<file path="src/rtl/mae_pkg.sv">
// constants shared by the multiply-accumulate engine files
package mae_pkg;

  // special function register addresses
  localparam logic [7:0] ADDR_ACC_BYTE_ZERO   = 8'h93;
  localparam logic [7:0] ADDR_ACC_BYTE_ONE    = 8'h94;
  localparam logic [7:0] ADDR_ACC_BYTE_TWO    = 8'h95;
  localparam logic [7:0] ADDR_ACC_BYTE_THREE  = 8'h96;
  localparam logic [7:0] ADDR_ACC_TOP_BYTE    = 8'h97;
  localparam logic [7:0] ADDR_ENGINE_FLAGS    = 8'hc0;
  localparam logic [7:0] ADDR_OPERAND_A_LOW   = 8'hc1;
  localparam logic [7:0] ADDR_OPERAND_A_HIGH  = 8'hc2;
  localparam logic [7:0] ADDR_ENGINE_CONFIG   = 8'hc3;
  localparam logic [7:0] ADDR_OPERAND_B_LOW   = 8'hc4;
  localparam logic [7:0] ADDR_OPERAND_B_HIGH  = 8'hc5;
  localparam logic [7:0] ADDR_ROUNDED_HIGH    = 8'hcf;
  localparam logic [7:0] ADDR_ROUNDED_LOW     = 8'hce;

  // engine_config field positions
  localparam int CFG_SHIFT_GO      = 5;
  localparam int CFG_SHIFT_DIR     = 4;
  localparam int CFG_CLEAR_ACC     = 3;
  localparam int CFG_SATURATE      = 2;
  localparam int CFG_FRACTIONAL    = 1;
  localparam int CFG_MULTIPLY_ONLY = 0;
  localparam logic [7:0] CFG_WRITE_MASK = 8'h3f;
  localparam logic [7:0] CFG_RESET      = 8'h00;

  // engine_flags field positions
  localparam int FLG_HARD_OVF = 3;
  localparam int FLG_ZERO     = 2;
  localparam int FLG_SOFT_OVF = 1;
  localparam int FLG_NEGATIVE = 0;
  localparam logic [3:0] FLG_RESET = 4'h4;

  // accumulator top-byte crossing values
  localparam logic [7:0] TOP_POS_LIMIT = 8'h7f;
  localparam logic [7:0] TOP_NEG_LIMIT = 8'h80;

  // rounding constants
  localparam logic [15:0] RND_HALF    = 16'h8000;
  localparam logic [15:0] RND_SAT_POS = 16'h7fff;
  localparam logic [15:0] RND_SAT_NEG = 16'h8000;

  localparam logic [7:0] BYTE_ZERO = 8'h00;

endpackage

</file>
<file path="src/rtl/mae_multiplier.sv">
// first pipeline stage: registered signed 16x16 product
`timescale 1ns/1ps
`default_nettype none
module mae_multiplier #(
  parameter int OP_WIDTH = 16
) (
  input  wire logic                    clk,
  input  wire logic                    sys_rst,
  input  wire logic                    start,
  input  wire logic                    fractional,
  input  wire logic [OP_WIDTH-1:0]     op_a,
  input  wire logic [OP_WIDTH-1:0]     op_b,
  output logic      [2*OP_WIDTH:0]     product_q,
  output logic                         valid_q
);

  // the accumulator alignment below assumes sixteen-bit operands
  if (OP_WIDTH != 16)
  begin : g_width_check
    $error("mae_multiplier supports OP_WIDTH of 16 only");
  end

  logic signed [2*OP_WIDTH-1:0] raw_prod;
  assign raw_prod = $signed(op_a) * $signed(op_b);

  // fractional products are shifted so the point sits between bits 31 and 30
  always_ff @(posedge clk)
  begin
    if (sys_rst)
    begin
      product_q <= '0;
    end
    else if (start)
    begin
      if (fractional)
        product_q <= {raw_prod, 1'b0};
      else
        product_q <= {raw_prod[2*OP_WIDTH-1], raw_prod};
    end
  end

  always_ff @(posedge clk)
  begin
    if (sys_rst)
      valid_q <= 1'b0;
    else
      valid_q <= start;
  end

endmodule
`default_nettype wire

</file>
<file path="src/rtl/mae_rounder.sv">
// third pipeline stage: unbiased rounding with optional saturation
`timescale 1ns/1ps
`default_nettype none
module mae_rounder (
  input  wire logic        clk,
  input  wire logic        sys_rst,
  input  wire logic        update,
  input  wire logic        saturate,
  input  wire logic        soft_ovf,
  input  wire logic [39:0] acc,
  output logic      [15:0] rounded_q
);

  logic        round_up;
  logic [16:0] sum;
  logic [15:0] result;

  always_comb
  begin
    round_up = (acc[15:0] > mae_pkg::RND_HALF) ||
               ((acc[15:0] == mae_pkg::RND_HALF) && acc[16]);
    sum = {1'b0, acc[31:16]} + {16'h0000, round_up};
    result = sum[15:0];
    // saturate when the accumulator is out of 16-bit range or rounding wrapped
    if (saturate && (soft_ovf || (round_up && acc[31:16] == mae_pkg::RND_SAT_POS)))
      result = acc[39] ? mae_pkg::RND_SAT_NEG : mae_pkg::RND_SAT_POS;
  end

  always_ff @(posedge clk)
  begin
    if (sys_rst)
      rounded_q <= '0;
    else if (update)
      rounded_q <= result;
  end

endmodule
`default_nettype wire

</file>
<file path="src/rtl/mae_engine.sv">
// 16x16 signed multiply-accumulate engine with 40-bit accumulator and sfr port
`timescale 1ns/1ps
`default_nettype none
module mae_engine (
  input  wire logic       clk,
  input  wire logic       sys_rst,
  input  wire logic [7:0] sfr_addr,
  input  wire logic       sfr_wr,
  input  wire logic [7:0] sfr_wdata,
  input  wire logic       sfr_rd,
  output logic      [7:0] sfr_rdata_q
);

  logic [5:0]  config_q;
  logic [3:0]  flags_q;
  logic [15:0] op_a_q;
  logic [15:0] op_b_q;
  logic [39:0] acc_q;
  logic        round_go_q;
  logic [32:0] product;
  logic        product_valid;
  logic [15:0] rounded;
  logic        start;
  logic        start_q;
  logic        wr_config;
  logic        wr_flags;
  logic        wr_acc0;
  logic        wr_acc_any;
  logic        do_clear;
  logic        do_shift;
  logic [39:0] acc_sum;
  logic [39:0] acc_shifted;

  assign start      = sfr_wr && (sfr_addr == mae_pkg::ADDR_OPERAND_B_LOW);
  assign wr_config  = sfr_wr && (sfr_addr == mae_pkg::ADDR_ENGINE_CONFIG);
  assign wr_flags   = sfr_wr && (sfr_addr == mae_pkg::ADDR_ENGINE_FLAGS);
  assign wr_acc0    = sfr_wr && (sfr_addr == mae_pkg::ADDR_ACC_BYTE_ZERO);
  assign wr_acc_any = sfr_wr && (sfr_addr >= mae_pkg::ADDR_ACC_BYTE_ZERO) &&
                      (sfr_addr <= mae_pkg::ADDR_ACC_TOP_BYTE);
  assign do_clear   = config_q[mae_pkg::CFG_CLEAR_ACC];
  assign do_shift   = config_q[mae_pkg::CFG_SHIFT_GO] && !do_clear;

  // operand b low byte lands on the same edge as the strobe, so the multiply waits one cycle for it
  always_ff @(posedge clk)
  begin
    if (sys_rst)
      start_q <= 1'b0;
    else
      start_q <= start;
  end

  // stage one: multiply
  mae_multiplier #(
    .OP_WIDTH (16)
  ) u_mult (
    .clk        (clk),
    .sys_rst    (sys_rst),
    .start      (start_q),
    .fractional (config_q[mae_pkg::CFG_FRACTIONAL]),
    .op_a       (op_a_q),
    .op_b       (op_b_q),
    .product_q  (product),
    .valid_q    (product_valid)
  );

  // stage two sum: multiply-only adds to zero
  always_comb
  begin
    if (config_q[mae_pkg::CFG_MULTIPLY_ONLY])
      acc_sum = {{7{product[32]}}, product};
    else
      acc_sum = acc_q + {{7{product[32]}}, product};
  end

  // arithmetic shift by one; right keeps bit 39
  always_comb
  begin
    if (config_q[mae_pkg::CFG_SHIFT_DIR])
      acc_shifted = {acc_q[39], acc_q[39:1]};
    else
      acc_shifted = {acc_q[38:0], 1'b0};
  end

  // operand registers
  always_ff @(posedge clk)
  begin
    if (sys_rst)
    begin
      op_a_q <= '0;
      op_b_q <= '0;
    end
    else if (sfr_wr)
    begin
      case (sfr_addr)
        mae_pkg::ADDR_OPERAND_A_LOW:  op_a_q[7:0]  <= sfr_wdata;
        mae_pkg::ADDR_OPERAND_A_HIGH: op_a_q[15:8] <= sfr_wdata;
        mae_pkg::ADDR_OPERAND_B_LOW:  op_b_q[7:0]  <= sfr_wdata;
        mae_pkg::ADDR_OPERAND_B_HIGH: op_b_q[15:8] <= sfr_wdata;
        default:                      op_a_q       <= op_a_q;
      endcase
    end
  end

  // configuration; action bits self-clear after one cycle
  always_ff @(posedge clk)
  begin
    if (sys_rst)
      config_q <= mae_pkg::CFG_RESET[5:0];
    else if (wr_config)
      config_q <= sfr_wdata[5:0] & mae_pkg::CFG_WRITE_MASK[5:0];
    else
    begin
      config_q[mae_pkg::CFG_SHIFT_GO]  <= 1'b0;
      config_q[mae_pkg::CFG_CLEAR_ACC] <= 1'b0;
    end
  end

  // accumulator: clear, shift, stage two result, or byte write
  always_ff @(posedge clk)
  begin
    if (sys_rst)
      acc_q <= '0;
    else if (do_clear)
      acc_q <= '0;
    else if (do_shift)
      acc_q <= acc_shifted;
    else if (product_valid)
      acc_q <= acc_sum;
    else if (wr_acc_any)
    begin
      case (sfr_addr)
        mae_pkg::ADDR_ACC_BYTE_ZERO:  acc_q[7:0]   <= sfr_wdata;
        mae_pkg::ADDR_ACC_BYTE_ONE:   acc_q[15:8]  <= sfr_wdata;
        mae_pkg::ADDR_ACC_BYTE_TWO:   acc_q[23:16] <= sfr_wdata;
        mae_pkg::ADDR_ACC_BYTE_THREE: acc_q[31:24] <= sfr_wdata;
        default:                      acc_q[39:32] <= sfr_wdata;
      endcase
    end
  end

  // status flags, set at the end of stage two; shifts leave them alone
  always_ff @(posedge clk)
  begin
    if (sys_rst)
      flags_q <= mae_pkg::FLG_RESET;
    else if (do_clear)
      flags_q <= mae_pkg::FLG_RESET;
    else if (product_valid && !do_shift)
    begin
      flags_q[mae_pkg::FLG_ZERO]     <= (acc_sum == 40'h00_0000_0000);
      flags_q[mae_pkg::FLG_NEGATIVE] <= acc_sum[39];
      // soft overflow: bits 39..31 not all equal
      flags_q[mae_pkg::FLG_SOFT_OVF] <= !((&acc_sum[39:31]) || !(|acc_sum[39:31]));
      // sticky; multiply-only leaves it alone
      if (!config_q[mae_pkg::CFG_MULTIPLY_ONLY] &&
          (((acc_q[39:32] == mae_pkg::TOP_POS_LIMIT) && (acc_sum[39:32] == mae_pkg::TOP_NEG_LIMIT)) ||
           ((acc_q[39:32] == mae_pkg::TOP_NEG_LIMIT) && (acc_sum[39:32] == mae_pkg::TOP_POS_LIMIT))))
        flags_q[mae_pkg::FLG_HARD_OVF] <= 1'b1;
      else if (wr_flags)
        flags_q[mae_pkg::FLG_HARD_OVF] <= sfr_wdata[mae_pkg::FLG_HARD_OVF];
    end
    else if (wr_flags)
      flags_q <= sfr_wdata[3:0];
  end

  // rounding runs after stage two, after a shift or a clear, or after a byte-zero write
  always_ff @(posedge clk)
  begin
    if (sys_rst)
      round_go_q <= 1'b0;
    else
      round_go_q <= product_valid || do_shift || do_clear || wr_acc0;
  end

  // stage three: rounding
  mae_rounder u_round (
    .clk       (clk),
    .sys_rst   (sys_rst),
    .update    (round_go_q),
    .saturate  (config_q[mae_pkg::CFG_SATURATE]),
    .soft_ovf  (flags_q[mae_pkg::FLG_SOFT_OVF] || !((&acc_q[39:31]) || !(|acc_q[39:31]))),
    .acc       (acc_q),
    .rounded_q (rounded)
  );

  // read port, registered; unmapped addresses read zero
  always_ff @(posedge clk)
  begin
    if (sys_rst)
      sfr_rdata_q <= mae_pkg::BYTE_ZERO;
    else if (sfr_rd)
    begin
      case (sfr_addr)
        mae_pkg::ADDR_ACC_BYTE_ZERO:  sfr_rdata_q <= acc_q[7:0];
        mae_pkg::ADDR_ACC_BYTE_ONE:   sfr_rdata_q <= acc_q[15:8];
        mae_pkg::ADDR_ACC_BYTE_TWO:   sfr_rdata_q <= acc_q[23:16];
        mae_pkg::ADDR_ACC_BYTE_THREE: sfr_rdata_q <= acc_q[31:24];
        mae_pkg::ADDR_ACC_TOP_BYTE:   sfr_rdata_q <= acc_q[39:32];
        mae_pkg::ADDR_ENGINE_FLAGS:   sfr_rdata_q <= {4'h0, flags_q};
        mae_pkg::ADDR_ENGINE_CONFIG:  sfr_rdata_q <= {2'b00, config_q};
        mae_pkg::ADDR_OPERAND_A_LOW:  sfr_rdata_q <= op_a_q[7:0];
        mae_pkg::ADDR_OPERAND_A_HIGH: sfr_rdata_q <= op_a_q[15:8];
        mae_pkg::ADDR_OPERAND_B_LOW:  sfr_rdata_q <= op_b_q[7:0];
        mae_pkg::ADDR_OPERAND_B_HIGH: sfr_rdata_q <= op_b_q[15:8];
        mae_pkg::ADDR_ROUNDED_HIGH:   sfr_rdata_q <= rounded[15:8];
        mae_pkg::ADDR_ROUNDED_LOW:    sfr_rdata_q <= rounded[7:0];
        default:                      sfr_rdata_q <= mae_pkg::BYTE_ZERO;
      endcase
    end
  end

endmodule
`default_nettype wire

</file>
<file path="config.mk">
export PLATFORM = sky130hd
export DESIGN_NAME = mae_engine
export DESIGN_NICKNAME = d
export VERILOG_FILES = /design/src/rtl/mae_pkg.sv /design/src/rtl/mae_multiplier.sv /design/src/rtl/mae_rounder.sv /design/src/rtl/mae_engine.sv
export SDC_FILE = /design/constraint.sdc
export NUM_CORES = 1
export LEC_CHECK = 0
export ABC_AREA = 1
export BUFFER_PORTS_ARGS = -buffer_cell sky130_fd_sc_hd__buf_2
export CAP_MARGIN = 15
export CORE_ASPECT_RATIO = 1.25
export CORE_MARGIN = 2
export CORE_UTILIZATION = 46
export DETAILED_ROUTE_END_ITERATION = 16
export GPL_TIMING_DRIVEN = 1
export PLACE_DENSITY_LB_ADDON = 0.08
export SLEW_MARGIN = 15
export SYNTH_ARGS = -nofsm -noshare
export SYNTH_HDL_FRONTEND = slang
export SYNTH_SLANG_ARGS = --single-unit
</file>
<file path="constraint.sdc">
create_clock -name clk -period 11.2 [get_ports clk]
set_input_delay 0.56 -clock clk [delete_from_list [all_inputs] [get_ports clk]]
set_output_delay 0.56 -clock clk [all_outputs]
set_load 0.005 [all_outputs]
</file>
# == Yosys cells after proc, flatten, opt, wreduce, memory -nomap -nowiden ==
# Index checks and enable logic that the tools add are counted.
# word_totals
regBits,142
# op_classes
addsub,2
mul,1
order_cmp,3
n_eq_ne,21
muxes,18
bitwise_logic,1
n_reduce_logical,56
# op_table
operator,count
$mux W40,5
$eq A8 B8 Y1 const B,15
$pmux W8 S13,1
$add A40 B40 Y40,1
$logic_not A40 Y1,1
$mux W8,5
$mul A16 B16 Y32,1
$mux W16,2
$mux W32,1
$reduce_and A2 Y1,10
$reduce_and A9 Y1,2
$reduce_or A9 Y1,2
$add A16 B1 Y16,1
$eq A16 B15 Y1 const B,1
$eq A16 B16 Y1 const B,1
$eq A8 B7 Y1 const B,2
$gt A16 B16 Y1 const B,1
$reduce_bool A3 Y1,5
$logic_and A1 B1 Y1,14
$logic_or A1 B1 Y1,9
$ge A8 B8 Y1 const B,1
$le A8 B8 Y1 const B,1
$mux W4,2
$logic_not A1 Y1,7
8 further kinds,11

# == Depth between registers and ports, before layout ==
# logic_depth
ltp_word,8
ltp_mapped,30
mapped_depth_nobuf,28

# == Cells and area by module ==
# A second synthesis with hierarchy kept.
# unflattened
hier_cells,3394
hier_area_um2,22216.3
# by_module_without_submodules
module,instances,cells_per_inst,area_per_inst_um2,seq_area_each_um2
mae_multiplier,1,1745,12527.0,680.7
mae_engine,1,1478,8593.2,1841.8
mae_rounder,1,171,1096.1,320.3

# == Worst setup path before layout ==
# OpenSTA, ideal clock, no wires.
# synth_path
path_kind,register to register
start,reg op_a_q[15]
end,reg u_mult.product_q[27]
setup_time_ps,110
arrival_time_ps,5956
required_ps,11090
slack_ps,5134
path_stages_with_launch,24
synth_period_minus_slack_ps,6066
path_cell_list,dfxtp_1 clkbuf_1 clkbuf_1 nand2_1 inv_1 fa_1 fa_1 fa_1 fa_1 fa_1 inv_1 fa_1 inv_1 ha_1 a21oi_1 o21ai_0 a21oi_1 nand3_1 a31o_2 or2_2 nand3_1 o211ai_1 nand2_1 inv_1
# synth_between
elab_chain_cells,2
# synth_rtl
element,line,text
"start, declared",mae_engine.sv:16,logic [15:0] op_a_q;
"start signal, assigned",mae_engine.sv:96,mae_pkg::ADDR_OPERAND_A_HIGH: op_a_q[15:8] <= sfr_wdata;
"start signal, assigned",mae_engine.sv:99,default: op_a_q <= op_a_q;
$mul A16 B16 Y32,mae_multiplier.sv:24,assign raw_prod = $signed(op_a) * $signed(op_b);
$mux W32,mae_multiplier.sv:35,if (fractional)
"end signal, assigned",mae_multiplier.sv:36,"product_q <= {raw_prod, 1'b0};"
"end signal, assigned",mae_multiplier.sv:38,"product_q <= {raw_prod[2*OP_WIDTH-1], raw_prod};"
"end, declared",mae_multiplier.sv:13,"output logic [2*OP_WIDTH:0] product_q,"
# Every way passes these cells.
# A chain may end at the register's enable or synchronous reset.

# == Final worst setup path ==
# layout_path
start,reg op_b_q[1]
end,reg u_mult.product_q[30]
# layout_between
elab_chain_cells,2
# layout_rtl
element,line,text
"start, declared",mae_engine.sv:17,logic [15:0] op_b_q;
"start signal, assigned",mae_engine.sv:97,mae_pkg::ADDR_OPERAND_B_LOW: op_b_q[7:0] <= sfr_wdata;
$mul A16 B16 Y32,mae_multiplier.sv:24,
$mux W32,mae_multiplier.sv:35,
# Every way passes these cells.

==> impl_metrics.csv <==
group,metric,value,unit
outcome,outcome,"finished, final reports clean",
critical_path,worstSetupPathDepth,24,
clocking,cts_tree,"yes",
clocking,number_of_hold_buffers_added_after_cts,0,
logic_synthesis,netlist_area,0.02127,mm2
grt,grt_pass1_vias,20630,
logic_synthesis,register_area_share_after_synthesis,0.1336,
power,cellPowerDensity,50.78,mW/mm2
die,dieWidth,196.3,um
logic_synthesis,post_synth_num_cell_types,52,
grt,initial_antenna_violation_count,0,
power,cellLeakagePower,11.98,nW
grt,first_pass_grt_wire_length,118700,um
sta,rsz_0062_raised_after_global_routing,"no",
detailed_routing,number_of_drc_violations_after_detailed_routing,0,
clocking,clock_sink_count,142,
clocking,tritoncts.num_buffers,17,
logic_synthesis,synthesis.area_per_instance,6.846,um2
sta,final_period_minus_worst_setup_slack,6819,ps
critical_path,crit_fanout,17,
cells_and_area,multi_input_comb_area,0.01527,mm2
cells_and_area,num_antenna_cells,0,
cells_and_area,layout.cell_area.non_filler,0.02239,mm2
critical_path,critPathLaunchType,"flop",
sta,final-hold-violation-count,0,
critical_path,reg2reg_slack,4380,ps
logic_synthesis,post_synth_edffs,0,
critical_path,critical_path.endpoint_type,"flop",
min_path,worst_hold_path.num_cells,2,
die,die_area,0.04799,mm2
logic_synthesis,async_set_or_reset_flop_fraction_in_the_synthesized_netlist,0,
sta,fin_crit_sh,0.6088,
die,starting_utilization_of_the_core_area,0.4633,
clocking,clk_root_buffer_cell,"sky130_fd_sc_hd__clkbuf_16",
cells_and_area,final_cell_mix,"sky130_fd_sc_hd__nand2_1 (791), sky130_fd_sc_hd__inv_1 (704), sky130_fd_sc_hd__fa_1 (263)",
critical_path,critPathMostFrequentCell,"sky130_fd_sc_hd__nand2_1",
die,die-height,244.4,um
detailed_routing,firstDrtPassIters,6,
clocking,post_cts_resized,0,
logic_synthesis,synth_fp_nets,3513,
critical_path,cp_num_buf_inv,4,
cells_and_area,finalCoreUtilization,0.4877,
critical_path,worst-setup-path-type,"flop to flop",
detailed_routing,drtAntennaViolNets,0,
cells_and_area,drive_above_1_share,0.06197,
critical_path,cp_data_required_time,11540,ps
place,placed_cell_area,0.02182,mm2
detailed_routing,post_drt_wl_per_cell,20.96,um
critical_path,critPathSlowestCell,"sky130_fd_sc_hd__fa_1",
sta,slew-limit-headroom,0.3260,
logic_synthesis,yosys_register_bits,142,
sta,actual_slew_at_the_worst_max_slew_pin,1010,ps
cells_and_area,syn_to_final_growth,5.265,%
die,core_region_area,0.04591,mm2
die,placementRows,88,
power,power.ir.vdd_worst,0.07467,mV
cells_and_area,register_area,0.002843,mm2
cells_and_area,nNetsFinal,3459,
sta,final.setup_skew,18.32,ps
clocking,clk_pin_slew_worst_paths,70,ps
place,gpl.final_weighted_congestion,0.9798,
grt,largest_net_degree_at_the_start_of_global_routing,48,
critical_path,critPathMaxStageDelay,910,ps
critical_path,arrival,7160,ps
sta,slew_violations,0,
detailed_routing,detailroute.via_count,20000,
sta,number_of_setup_violations_in_the_final_report,0,
logic_synthesis,synth_warnings,0,
cells_and_area,final.fill_count,4864,
clocking,clk-insertion-delay-late,450,ps
cells_and_area,leading_cell_type_in_the_layout_fill_and_taps_excluded,"sky130_fd_sc_hd__nand2_1",
logic_synthesis,synth_cells,3107,
die,pin_count,28,
min_path,hp-class,"primary input to flop",
clocking,ctsLongestPathBuffers,2,
grt,grt-ovfl-total,0,
detailed_routing,wirelength,76510,um
critical_path,timing.critical_path.cells,"nand2_1 > inv_1 > fa_1 > fa_1 > fa_1 > fa_1 > fa_1 > inv_1 > fa_1 > inv_1 > ha_1 > nand2_1 > nor3_1 > nand2_1 > o211ai_1 > nand2_1 > nand2_1 > nand3_1 > nand2_1 > nand2_1 > nand3_1 > nand3_1 > nand2_1 > inv_1",
sta,max_clock_freq,146.7,MHz
clocking,cts.repair_timing.setup_buffer_count,0,
critical_path,critPathTopFamily,"adder cells",
grt,grtUsageTotal,0.3265,
place,port-buffer-count,27,
sta,finalSetupTns,0,ps
flow_run,max_cap_viol_count,0,
logic_synthesis,synth_ff_type,"sky130_fd_sc_hd__dfxtp_1",
detailed_routing,avgViaCountPerCell,5.477,
clocking,cts_h_tree_depth,4,
place,hpwl,63740,um
detailed_routing,drt_first_iter_violations,1357,
critical_path,worst-r2r-cell-count,24,
## cell type report
class                   count  area share
multi-input cells        2125      0.6818
flip-flops and latches    142      0.1270
inverters                 722      0.1210
well taps                 585     0.03269
clock buffers              17     0.01900
repair buffers             45     0.01207
clock inverters            15    0.006482
## kinds of logic (layout without fill, tap and decap cells)
| group | Yosys count | after routing | share of synthesized area |
|---|---|---|---|
| xor+xnor | 42 | 42 | 0.01729 |
| simple gates | 1232 | 1232 | 0.2469 |
| compound gates | 465 | 465 | 0.1331 |
| fa+ha+maj | 386 | 386 | 0.3199 |
| flops | 142 | 142 | 0.1336 |
| buf+inv | 840 | 799 | 0.1492 |
## routing by layer
metal  global-route usage  wire, um  up-vias
li1                     -         -     9513
met1               0.3673     29120     9660
met2               0.5956     39680      613
met3              0.03724      3140      209
met4               0.1854      4576        0
met5                    0         0        -
## power by group
| part | internal, mW | total [mW] | switching [mW] | leakage [nW] |
|---|---|---|---|---|
| clock | 0.295 | 0.576 | 0.280 | 0.281 |
| sequential | 0.506 | 0.510 | 0.00386 | 1.14 |
| combinational | 0.0134 | 0.0518 | 0.0384 | 10.6 |
## cells in the mapped netlist (3+ instances only)
library cell,number,area share
sky130_fd_sc_hd__xor2_1,23,0.0095
sky130_fd_sc_hd__nand2_2,26,0.0076
sky130_fd_sc_hd__nor2_2,18,0.0053
sky130_fd_sc_hd__a21oi_1,142,0.033
sky130_fd_sc_hd__a21oi_2,12,0.0049
sky130_fd_sc_hd__xnor2_1,19,0.0078
sky130_fd_sc_hd__dfxtp_1,142,0.13
sky130_fd_sc_hd__nand2_1,791,0.14
sky130_fd_sc_hd__a31oi_1,19,0.0056
sky130_fd_sc_hd__or2_2,11,0.0032
sky130_fd_sc_hd__nand3_1,129,0.030
sky130_fd_sc_hd__a221oi_1,30,0.012
sky130_fd_sc_hd__o21bai_1,8,0.0028
sky130_fd_sc_hd__clkbuf_1,102,0.018
sky130_fd_sc_hd__o22ai_1,25,0.0074
sky130_fd_sc_hd__buf_1,6,0.0011
sky130_fd_sc_hd__nor2_4,7,0.0037
sky130_fd_sc_hd__nor2_1,165,0.029
sky130_fd_sc_hd__nor4_1,8,0.0024
sky130_fd_sc_hd__inv_2,12,0.0021
sky130_fd_sc_hd__clkinv_1,6,0.0011
sky130_fd_sc_hd__or2_1,4,0.0012
sky130_fd_sc_hd__ha_1,123,0.072
sky130_fd_sc_hd__nand3_2,12,0.0056
sky130_fd_sc_hd__a41oi_1,21,0.0086
sky130_fd_sc_hd__nand4_1,28,0.0082
sky130_fd_sc_hd__nor3_1,17,0.0040
sky130_fd_sc_hd__o21a_1,3,0.0011
sky130_fd_sc_hd__buf_2,7,0.0016
sky130_fd_sc_hd__o21ai_1,3,0.00071
sky130_fd_sc_hd__nand3b_1,6,0.0021
sky130_fd_sc_hd__inv_1,704,0.12
sky130_fd_sc_hd__o2111ai_1,4,0.0016
sky130_fd_sc_hd__o221ai_1,13,0.0054
sky130_fd_sc_hd__o21ai_0,142,0.033
sky130_fd_sc_hd__a22oi_1,25,0.0088
sky130_fd_sc_hd__o211ai_1,8,0.0028
sky130_fd_sc_hd__nor3_2,5,0.0024
sky130_fd_sc_hd__buf_4,3,0.0011
sky130_fd_sc_hd__fa_1,263,0.25
## sequential cells by signal (all words and copies together) (netlist names)
name               count
sfr_rdata_q            8
u_mult.valid_q         1
op_a_q                16
acc_q                 40
start_q                1
flags_q                4
u_mult.product_q      33
u_round.rounded_q     16
op_b_q                16
config_q               6
round_go_q             1
## final timing paths
check / startpoint / endpoint
worst max-delay path: op_b_q[1] / u_mult.product_q[30]
worst min register to register: sfr_rdata_q[1] / sfr_rdata_q[1]
worst min-delay path: sfr_addr[0] / start_q
worst max register to register: op_b_q[1] / u_mult.product_q[30]
## per-stage QoR
step | hold slack (ps) | instances | setup WS [ps] | total power, mW
global placement | 454.7 | 3619 | 4495 | 0.5726
finish | 368.0 | 3651 | 4381 | 1.137
floorplan | 443.5 | 3107 | 5134 | 0.5501
CTS | 355.0 | 3651 | 4362 | 1.143
global route | 371.6 | 3651 | 3941 | 1.164
detailed placement | 452.8 | 3619 | 4396 | 0.5724
(Power assumes the default switching activity.)
